==> config.mk <==
export PLATFORM = sky130hd
export DESIGN_NAME = param_command_slave
export DESIGN_NICKNAME = d
export VERILOG_FILES = /design/src/logic/pmc_pkg.sv /design/src/logic/pdu_if.sv /design/src/logic/param_command_slave.sv /design/src/logic/pdu_collector.sv
export SDC_FILE = /design/constraint.sdc
export NUM_CORES = 1
export LEC_CHECK = 0
export BUFFER_PORTS_ARGS = -buffer_cell sky130_fd_sc_hd__buf_2
export CAP_MARGIN = 10
export CORE_MARGIN = 10
export CORE_UTILIZATION = 55
export DETAILED_ROUTE_END_ITERATION = 10
export PLACE_DENSITY = 0.72
export SETUP_SLACK_MARGIN = 0.2
export SYNTH_ARGS = -nofsm -noshare
export SYNTH_HDL_FRONTEND = slang
export SYNTH_SLANG_ARGS = --single-unit
==> constraint.sdc <==
create_clock -name clk -period 5.95 [get_ports clk]
set_input_delay 0.8925 -clock clk [delete_from_list [all_inputs] [get_ports clk]]
set_output_delay 0.8925 -clock clk [all_outputs]
set_load 0.01 [all_outputs]
==> src/logic/pmc_pkg.sv <==
// constants for the parameter command slave: command codes, exception
// codes, frame field positions and reply lengths.
// assumes a framer below it that strips address and checksum bytes.
package pmc_pkg;
	typedef logic [15:0] word_t;

	localparam logic [7:0] CMD_READ      = 8'h03;
	localparam logic [7:0] CMD_WRITE1    = 8'h06;
	localparam logic [7:0] CMD_WRITEN    = 8'h10;
	localparam logic [7:0] CMD_WRITE1_NV = 8'h41;
	localparam logic [7:0] CMD_WRITEN_NV = 8'h43;

	localparam logic [7:0] EXC_FLAG     = 8'h80;
	localparam logic [7:0] EXC_NONE     = 8'h00;
	localparam logic [7:0] EXC_CMD      = 8'h01;
	localparam logic [7:0] EXC_ADDR     = 8'h02;
	localparam logic [7:0] EXC_RANGE    = 8'h03;
	localparam logic [7:0] EXC_FAIL     = 8'h04;
	localparam logic [7:0] EXC_PENDING  = 8'h05;
	localparam logic [7:0] EXC_BUSY     = 8'h06;
	localparam logic [7:0] EXC_UNSUP    = 8'h16;
	localparam logic [7:0] EXC_COUNT    = 8'h17;
	localparam logic [7:0] EXC_FRAME    = 8'h18;
	localparam logic [7:0] EXC_RDONLY   = 8'h20;
	localparam logic [7:0] EXC_RUNLOCK  = 8'h21;
	localparam logic [7:0] EXC_PASSWORD = 8'h22;

	localparam int          MAX_REGS     = 10;
	localparam logic [15:0] MAX_COUNT    = 16'h000a;
	localparam logic [7:0]  POS_CMD      = 8'h00;
	localparam logic [7:0]  POS_ADDR_HI  = 8'h01;
	localparam logic [7:0]  POS_ADDR_LO  = 8'h02;
	localparam logic [7:0]  POS_CNT_HI   = 8'h03;
	localparam logic [7:0]  POS_CNT_LO   = 8'h04;
	localparam logic [7:0]  POS_NBYTES   = 8'h05;
	localparam logic [7:0]  POS_DATA     = 8'h06;
	localparam logic [7:0]  DATA_BYTES   = 8'h14;
	localparam logic [7:0]  FIXED_LEN    = 8'h05;
	localparam logic [4:0]  EXC_LEN      = 5'h02;
	localparam logic [4:0]  ECHO_LEN     = 5'h05;
	localparam logic [4:0]  READ_HDR_LEN = 5'h02;
endpackage

==> src/logic/pdu_if.sv <==
// carrier for one decoded request between collector and command handler.
// fields stay stable from done until the next frame's first byte.
`timescale 1ns/1ns
interface pdu_if;
	logic          done;
	logic [7:0]    cmd;
	logic [15:0]   addr;
	logic [15:0]   count;
	logic          len_ok;
	logic          crc_bad;
	logic          bcast;
	pmc_pkg::word_t words [pmc_pkg::MAX_REGS];

	modport collector (output done, cmd, addr, count, len_ok, crc_bad, bcast,
		words);
	modport handler (input done, cmd, addr, count, len_ok, crc_bad, bcast,
		words);
endinterface // pdu_if

==> src/logic/param_command_slave.sv <==
// command handler for parameter read and write requests.
// assumes a framer below that strips slave address and checksum, flags
// bad frames and broadcasts, and a parameter store that checks values.
`timescale 1ns/1ns
module param_command_slave (
	input  wire logic        clk,
	input  wire logic        rst,
	input  wire logic        rx_valid,
	input  wire logic [7:0]  rx_data,
	input  wire logic        rx_end,
	input  wire logic        rx_bad,
	input  wire logic        rx_bcast,
	output logic             tx_valid,
	output logic [7:0]       tx_data,
	output logic             tx_last,
	input  wire logic        tx_ready,
	output logic             param_valid,
	output logic [15:0]      param_addr,
	output logic [15:0]      param_wdata,
	output logic             param_write,
	output logic             param_commit,
	output logic             param_persist,
	input  wire logic        param_ack,
	input  wire logic [15:0] param_rdata,
	input  wire logic [7:0]  param_status,
	input  wire logic        nonvolatile_save_select,
	input  wire logic        nv_save_busy,
	output logic             busy
);
	typedef enum logic [2:0] {st_idle, st_check, st_commit, st_read,
		st_reply} state_t;

	pdu_if p ();

	pdu_collector u_collector (
		.clk      (clk),
		.rst      (rst),
		.rx_valid (rx_valid),
		.rx_data  (rx_data),
		.rx_end   (rx_end),
		.rx_bad   (rx_bad),
		.rx_bcast (rx_bcast),
		.p        (p.collector)
	);

	state_t         state, next_state;
	logic [7:0]     cmd, next_cmd, exc, next_exc, tx_byte, next_tx_byte;
	logic [15:0]    base, next_base, echo, next_echo;
	logic [15:0]    paddr, next_paddr, pwdata, next_pwdata;
	logic [3:0]     n, next_n, wi, next_wi;
	logic [4:0]     idx, next_idx, rlen, next_rlen, off;
	logic           is_exc, next_is_exc, quiet, next_quiet;
	logic           single, multi, wr, supported, cnt_ok, addr_ok;
	logic           last_reg;
	logic [7:0]     verdict;
	logic [16:0]    span;
	pmc_pkg::word_t rd [pmc_pkg::MAX_REGS];
	pmc_pkg::word_t next_rd [pmc_pkg::MAX_REGS];

	assign single = (p.cmd == pmc_pkg::CMD_WRITE1)
		|| (p.cmd == pmc_pkg::CMD_WRITE1_NV);
	assign multi = (p.cmd == pmc_pkg::CMD_WRITEN)
		|| (p.cmd == pmc_pkg::CMD_WRITEN_NV);
	assign wr = single || multi;
	assign supported = wr || (p.cmd == pmc_pkg::CMD_READ);
	// a single write's count field is its value, so no count check
	assign cnt_ok = single || ((p.count != 16'h0000)
		&& (p.count <= pmc_pkg::MAX_COUNT));
	assign span = {1'b0, p.addr} + {1'b0, p.count} - 17'h00001;
	assign addr_ok = single || !span[16];

	// checks in fixed order, all before any parameter is touched
	always_comb begin
		if (p.crc_bad)
			verdict = pmc_pkg::EXC_FRAME;
		else if (!supported)
			verdict = pmc_pkg::EXC_CMD;
		else if (!p.len_ok)
			verdict = pmc_pkg::EXC_FRAME;
		else if (!cnt_ok)
			verdict = pmc_pkg::EXC_COUNT;
		else if (wr && nv_save_busy)
			verdict = pmc_pkg::EXC_BUSY;
		else if (!addr_ok)
			verdict = pmc_pkg::EXC_ADDR;
		else
			verdict = pmc_pkg::EXC_NONE;
	end

	assign last_reg = (wi == n - 4'h1);
	assign param_valid = (state == st_check) || (state == st_commit)
		|| (state == st_read);
	assign param_write = (state == st_check) || (state == st_commit);
	assign param_commit = (state == st_commit);
	// nv commands always persist, plain writes follow the selection
	assign param_persist = (cmd == pmc_pkg::CMD_WRITE1_NV)
		|| (cmd == pmc_pkg::CMD_WRITEN_NV)
		|| nonvolatile_save_select;
	assign param_addr = paddr;
	assign param_wdata = pwdata;
	assign tx_valid = (state == st_reply);
	assign tx_last = tx_valid && (idx == rlen - 5'h01);
	assign tx_data = tx_byte;
	assign busy = (state != st_idle);

	always_comb begin
		next_state = state;
		next_cmd = cmd;
		next_exc = exc;
		next_base = base;
		next_echo = echo;
		next_paddr = paddr;
		next_pwdata = pwdata;
		next_n = n;
		next_wi = wi;
		next_idx = idx;
		next_rlen = rlen;
		next_is_exc = is_exc;
		next_quiet = quiet;
		next_rd = rd;
		unique case (state)
			st_idle: begin
				if (p.done) begin
					next_cmd = p.cmd;
					next_base = p.addr;
					next_paddr = p.addr;
					next_echo = p.count;
					next_n = single ? 4'h1 : p.count[3:0];
					next_pwdata = single ? p.count : p.words[0];
					next_wi = 4'h0;
					next_quiet = p.bcast;
					next_is_exc = (verdict != pmc_pkg::EXC_NONE);
					next_exc = verdict;
					next_idx = 5'h00;
					next_rlen = pmc_pkg::EXC_LEN;
					if (p.bcast && (next_is_exc || !wr))
						next_state = st_idle;
					else if (next_is_exc)
						next_state = st_reply;
					else if (wr)
						next_state = st_check;
					else
						next_state = st_read;
				end
			end
			st_check, st_commit, st_read: begin
				if (param_ack) begin
					if (state == st_read)
						next_rd[wi] = param_rdata;
					// store codes carry 0x02..0x06, 0x16, 0x17, 0x20..0x22
					if (param_status != pmc_pkg::EXC_NONE) begin
						next_is_exc = 1'b1;
						next_exc = (state == st_commit) ? pmc_pkg::EXC_FAIL
							: param_status;
						next_state = quiet ? st_idle : st_reply;
					end else if (!last_reg) begin
						next_wi = wi + 4'h1;
						next_paddr = paddr + 16'h0001;
						next_pwdata = p.words[wi + 4'h1];
					end else if (state == st_check) begin
						// second pass applies what the first one vetted
						next_state = st_commit;
						next_wi = 4'h0;
						next_paddr = base;
						next_pwdata = (n == 4'h1) ? pwdata : p.words[0];
					end else begin
						next_state = quiet ? st_idle : st_reply;
						next_rlen = (state == st_read)
							? pmc_pkg::READ_HDR_LEN + {n, 1'b0}
							: pmc_pkg::ECHO_LEN;
					end
				end
			end
			st_reply: begin
				if (tx_ready) begin
					next_idx = idx + 5'h01;
					if (tx_last) begin
						next_state = st_idle;
						next_idx = 5'h00;
					end
				end
			end
		endcase
		// reply byte for the coming index, high byte first
		off = next_idx - pmc_pkg::READ_HDR_LEN;
		if (next_idx == 5'h00)
			next_tx_byte = next_is_exc ? next_cmd + pmc_pkg::EXC_FLAG
				: next_cmd;
		else if (next_is_exc)
			next_tx_byte = next_exc;
		else if (next_cmd == pmc_pkg::CMD_READ)
			next_tx_byte = (next_idx == 5'h01) ? {3'b000, next_n, 1'b0}
				: (off[0] ? next_rd[off[4:1]][7:0]
				: next_rd[off[4:1]][15:8]);
		else if (next_idx == 5'h01)
			next_tx_byte = next_base[15:8];
		else if (next_idx == 5'h02)
			next_tx_byte = next_base[7:0];
		else if (next_idx == 5'h03)
			next_tx_byte = next_echo[15:8];
		else
			next_tx_byte = next_echo[7:0];
	end

	always_ff @(posedge clk) begin
		if (rst) begin
			state <= st_idle;
			cmd <= 8'h00;
			exc <= 8'h00;
			tx_byte <= 8'h00;
			base <= 16'h0000;
			echo <= 16'h0000;
			paddr <= 16'h0000;
			pwdata <= 16'h0000;
			n <= 4'h0;
			wi <= 4'h0;
			idx <= 5'h00;
			rlen <= 5'h00;
			is_exc <= 1'b0;
			quiet <= 1'b0;
			rd <= '{default: 16'h0000};
		end else begin
			state <= next_state;
			cmd <= next_cmd;
			exc <= next_exc;
			tx_byte <= next_tx_byte;
			base <= next_base;
			echo <= next_echo;
			paddr <= next_paddr;
			pwdata <= next_pwdata;
			n <= next_n;
			wi <= next_wi;
			idx <= next_idx;
			rlen <= next_rlen;
			is_exc <= next_is_exc;
			quiet <= next_quiet;
			rd <= next_rd;
		end
	end
endmodule // param_command_slave

==> src/logic/pdu_collector.sv <==
// gathers request bytes into command, address, count and data words.
// assumes rx_end comes at least one cycle after the frame's last byte.
`timescale 1ns/1ns
module pdu_collector (
	input  wire logic       clk,
	input  wire logic       rst,
	input  wire logic       rx_valid,
	input  wire logic [7:0] rx_data,
	input  wire logic       rx_end,
	input  wire logic       rx_bad,
	input  wire logic       rx_bcast,
	pdu_if.collector        p
);
	logic [7:0]     pos, next_pos, nbytes, next_nbytes, cmd, next_cmd;
	logic [7:0]     off;
	logic [15:0]    addr, next_addr, count, next_count;
	logic           done, next_done, len_ok, next_len_ok;
	logic           crc_bad, next_crc_bad, bcast, next_bcast;
	logic           multi;
	pmc_pkg::word_t words [pmc_pkg::MAX_REGS];
	pmc_pkg::word_t next_words [pmc_pkg::MAX_REGS];

	always_comb begin
		next_pos = pos;
		next_nbytes = nbytes;
		next_cmd = cmd;
		next_addr = addr;
		next_count = count;
		next_words = words;
		next_done = 1'b0;
		next_len_ok = len_ok;
		next_crc_bad = crc_bad;
		next_bcast = bcast;
		off = pos - pmc_pkg::POS_DATA;
		multi = (cmd == pmc_pkg::CMD_WRITEN) || (cmd == pmc_pkg::CMD_WRITEN_NV);
		if (rx_valid) begin
			if (pos != 8'hff)
				next_pos = pos + 8'h01;
			// address and values arrive high byte first
			if (pos == pmc_pkg::POS_CMD)
				next_cmd = rx_data;
			else if (pos == pmc_pkg::POS_ADDR_HI)
				next_addr[15:8] = rx_data;
			else if (pos == pmc_pkg::POS_ADDR_LO)
				next_addr[7:0] = rx_data;
			else if (pos == pmc_pkg::POS_CNT_HI)
				next_count[15:8] = rx_data;
			else if (pos == pmc_pkg::POS_CNT_LO)
				next_count[7:0] = rx_data;
			else if (pos == pmc_pkg::POS_NBYTES)
				next_nbytes = rx_data;
			else if (off < pmc_pkg::DATA_BYTES) begin
				if (off[0])
					next_words[off[4:1]][7:0] = rx_data;
				else
					next_words[off[4:1]][15:8] = rx_data;
			end
		end
		if (rx_end) begin // framer's idle gap closes the frame
			next_done = 1'b1;
			next_pos = 8'h00;
			next_crc_bad = rx_bad;
			next_bcast = rx_bcast;
			// byte count must be twice the register count
			if (multi)
				next_len_ok = ({1'b0, pos} == {1'b0, pmc_pkg::POS_DATA}
					+ {1'b0, nbytes}) && (count[15:8] == 8'h00)
					&& ({1'b0, nbytes} == {count[7:0], 1'b0});
			else
				next_len_ok = (pos == pmc_pkg::FIXED_LEN);
		end
	end

	always_ff @(posedge clk) begin
		if (rst) begin
			pos <= 8'h00;
			nbytes <= 8'h00;
			cmd <= 8'h00;
			addr <= 16'h0000;
			count <= 16'h0000;
			done <= 1'b0;
			len_ok <= 1'b0;
			crc_bad <= 1'b0;
			bcast <= 1'b0;
			words <= '{default: 16'h0000};
		end else begin
			pos <= next_pos;
			nbytes <= next_nbytes;
			cmd <= next_cmd;
			addr <= next_addr;
			count <= next_count;
			done <= next_done;
			len_ok <= next_len_ok;
			crc_bad <= next_crc_bad;
			bcast <= next_bcast;
			words <= next_words;
		end
	end

	assign p.done = done;
	assign p.cmd = cmd;
	assign p.addr = addr;
	assign p.count = count;
	assign p.len_ok = len_ok;
	assign p.crc_bad = crc_bad;
	assign p.bcast = bcast;
	assign p.words = words;
endmodule // pdu_collector

==> run_results.csv <==
group,metric,value,unit
global_route,grt_max_degree,214,
clocking,cts_buffer_depth,3,
synth,ys_ff_latch,491,
global_route,grtUsageMet3,4.410,%
synth,ys_types,86,
timing,drv_slew,0,
timing,tns,0,ps
timing,holdWs,454.6,ps
synth,synth_edf_count,0,
final_layout,nNetsFinal,3111,
clocking,htree_levels,2,
setup_path,start_kind,"flop",
synth,yosysTopAreaCellShare,39.70,%
setup_path,setup.worst_path.end_class,"flop",
final_layout,area_delta_synth_final,8.718,%
timing,finalClockSkew,22.64,ps
routing,viasPerCell,6.245,
setup_path,crit_fanout,42,
floorplan,die-width,232.2,um
job,max_cap_viol_count,0,
placed_design,hpwl,52530,um
final_layout,layout_common_cells,"nand2_1 (532), dfxtp_1 (490), nor2_1 (366), a21oi_1 (342), mux2i_1 (245)",
clocking,cts_hold_buffers,0,
synth,avgSynthCellArea,8.010,um^2
timing,finalSetupViolations,0,
run_status,status,"completed",
global_route,antenna_found_initial,0,
synth,synth_largest_area_cell,"dfxtp_1",
power,leakagePower,0.01032,uW
clocking,clock_sinks,491,
final_layout,multi_input_area,13630,um^2
final_layout,regArea,9831,um^2
setup_path,regToRegSetupSlack,1080,ps
synth,synth_flop_cell,"dfxtp_1",
synth,ys_seq_area_share,39.70,%
final_layout,num_antenna_cells,0,
clocking,cts_resized,0,
synth,netlist_area,24760,um^2
routing,drt.antenna.violating_nets,0,
setup_path,critical_path_class,"reg2reg",
global_route,grt_overflow,0,
floorplan,start_util,55.87,%
clocking,post-cts-setup-buffer-count,0,
setup_path,required,6400,ps
floorplan,io_pins,89,
global_route,track_usage,28.16,%
floorplan,dieHeight,232.2,um
routing,drc_errors,0,
routing,drt-wirelength-per-cell,21.53,um
final_layout,final_common_cell,"nand2_1",
power,power_density,295.5,nW/um^2
power,peakVddDrop,0.2256,mV
final_layout,fillers,3922,
timing,fmax,205.4,MHz
global_route,grt_pass1_vias,21350,
timing,slew_headroom,17.42,%
routing,drt_iter0_drc,2657,
timing,fin_crit_sh,81.84,%
placed_design,place.gp.congestion,0.9582,
synth,synth_area_leaders,"dfxtp_1 (40%), mux2i_1 (9.9%), nand2_1 (8.1%)",
synth,synthArstFlopShare,0,%
setup_path,cp.arrival,5320,ps
worst_hold_path,hold_class,"reg2reg",
routing,routed-via-count,22768,
floorplan,fp-row-count,77,
synth,synth-warning-count,0,
floorplan,fp.dieArea,53900,um^2
global_route,grt.met2_usage,44.15,%
final_layout,finalInstanceArea,26920,um^2
timing,rsz0062_at_grt,"false",
clocking,cts_made_buffers,51,
global_route,grt_pass1_wl,122200,um
global_route,grt_busiest_layer,"met2",
clocking,root_buffer,"clkbuf_16",
clocking,cts.clk_slew.worst_paths,60,ps
routing,dr.pass1.iters,8,
synth,syn_nets,3183,
clocking,insertion_delay,610,ps
global_route,grt_use_met1,37.97,%
timing,tightest_slew,1222,ps
placed_design,place_area,25330,um^2
placed_design,port_buffers,88,
synth,synthCells,3091,
routing,drt-total-wl,78490,um
final_layout,drive_above_1_share,9.299,%
timing,period_minus_slack,4869,ps
timing,hold_viol_final,0,
floorplan,core_area,44320,um^2
clocking,cts_tree,"done",
-- registers in the layout (all words and copies together), names as in the netlist, 3 cells and up --
register	count
wi	4
rd	160
n	4
base	16
rlen	5
state	3
tx_data	8
u_collector.p.cmd	8
u_collector.nbytes	8
param_wdata	16
echo	16
u_collector.p.count	16
idx	5
u_collector.pos	8
u_collector.p.addr	16
u_collector.p.words	160
cmd	8
param_addr	16
exc	8
-- Yosys cell counts (all sizes together) (12+ instances only) --
master and instances:
nor2 367, or3 20, dfxtp 491, nor3 74, clkbuf 210, nor2b 15
nor4 17, nand2 532, o22ai 45, nand3 92, o211ai 35, and3 13
ha 50, xor2 23, o21ai 80, a21oi 342, mux4 38, xnor2 28
buf 49, and2 12, inv 86, a31oi 22, a211oi 20, mux2i 245
nand4 16
-- per-stage QoR --
stage	std cells	power, uW	setup WS, ps	util, %
after floorplan	3091	4420	1170	-
after global placement	3558	4887	1257	57.16
after detailed placement	3558	4897	1198	57.16
after CTS	3646	7952	1163	60.74
after global routing	3646	8209	709.3	60.74
final	3646	7955	1081	60.74
-- path summary, 6_finish.rpt --
path,startpoint,endpoint,cells past startpoint
worst max-delay path,rlen[0],tx_data[3],19
worst min-delay path,u_collector.p.words[112],u_collector.p.words[112],2
worst max register to register,rlen[0],tx_data[3],19
worst min register to register,u_collector.p.words[112],u_collector.p.words[112],2
-- critical path: stages (launching register included) --
cell and delay, ps:
dfxtp_1 390, inv_1 60, ha_1 230, nor2b_1 140
or3_1 330, a311oi_2 260, buf_4 220, a21o_1 220
a21oi_1 50, o21ai_0 150, o31a_1 180, ha_2 670
buf_4 470, buf_4 310, o21ai_0 120, a221oi_1 250
a21oi_1 110, and3_1 220, o2111ai_1 190, a21oi_1 130
-- report_power, final --
group	switching [uW]	leakage (uW)	total, uW	internal, uW
registers	95.4	0.00396	3460	3360
clock network	1330	0.000775	3090	1760
logic	982	0.00558	1400	421
-- logic make-up after synthesis --
logic type      count (synthesis)  synth area share, %
fa+ha+maj                      50                2.527
buf+inv                       345                5.412
xor+xnor                       51                1.834
mux                           286                13.50
simple gates                 1206                20.90
flops                         491                39.70
compound gates                662                16.13
-- final cells by class --
cell class	count	area share, %
flip-flops and latches	491	36.52
multi-input cells	2255	50.63
repair buffers	134	3.003
clock buffers	78	5.532
clock inverters	10	0.3579
inverters	86	1.209
well taps	592	2.752
-- routing by layer --
layer	share of wire (%)	up-vias
met5	0	-
met4	3.8	0
met3	8.7	175
met2	45	1128
met1	42	10854
li1	-	10611
Note: power is estimated with default switching activity, not from simulation.
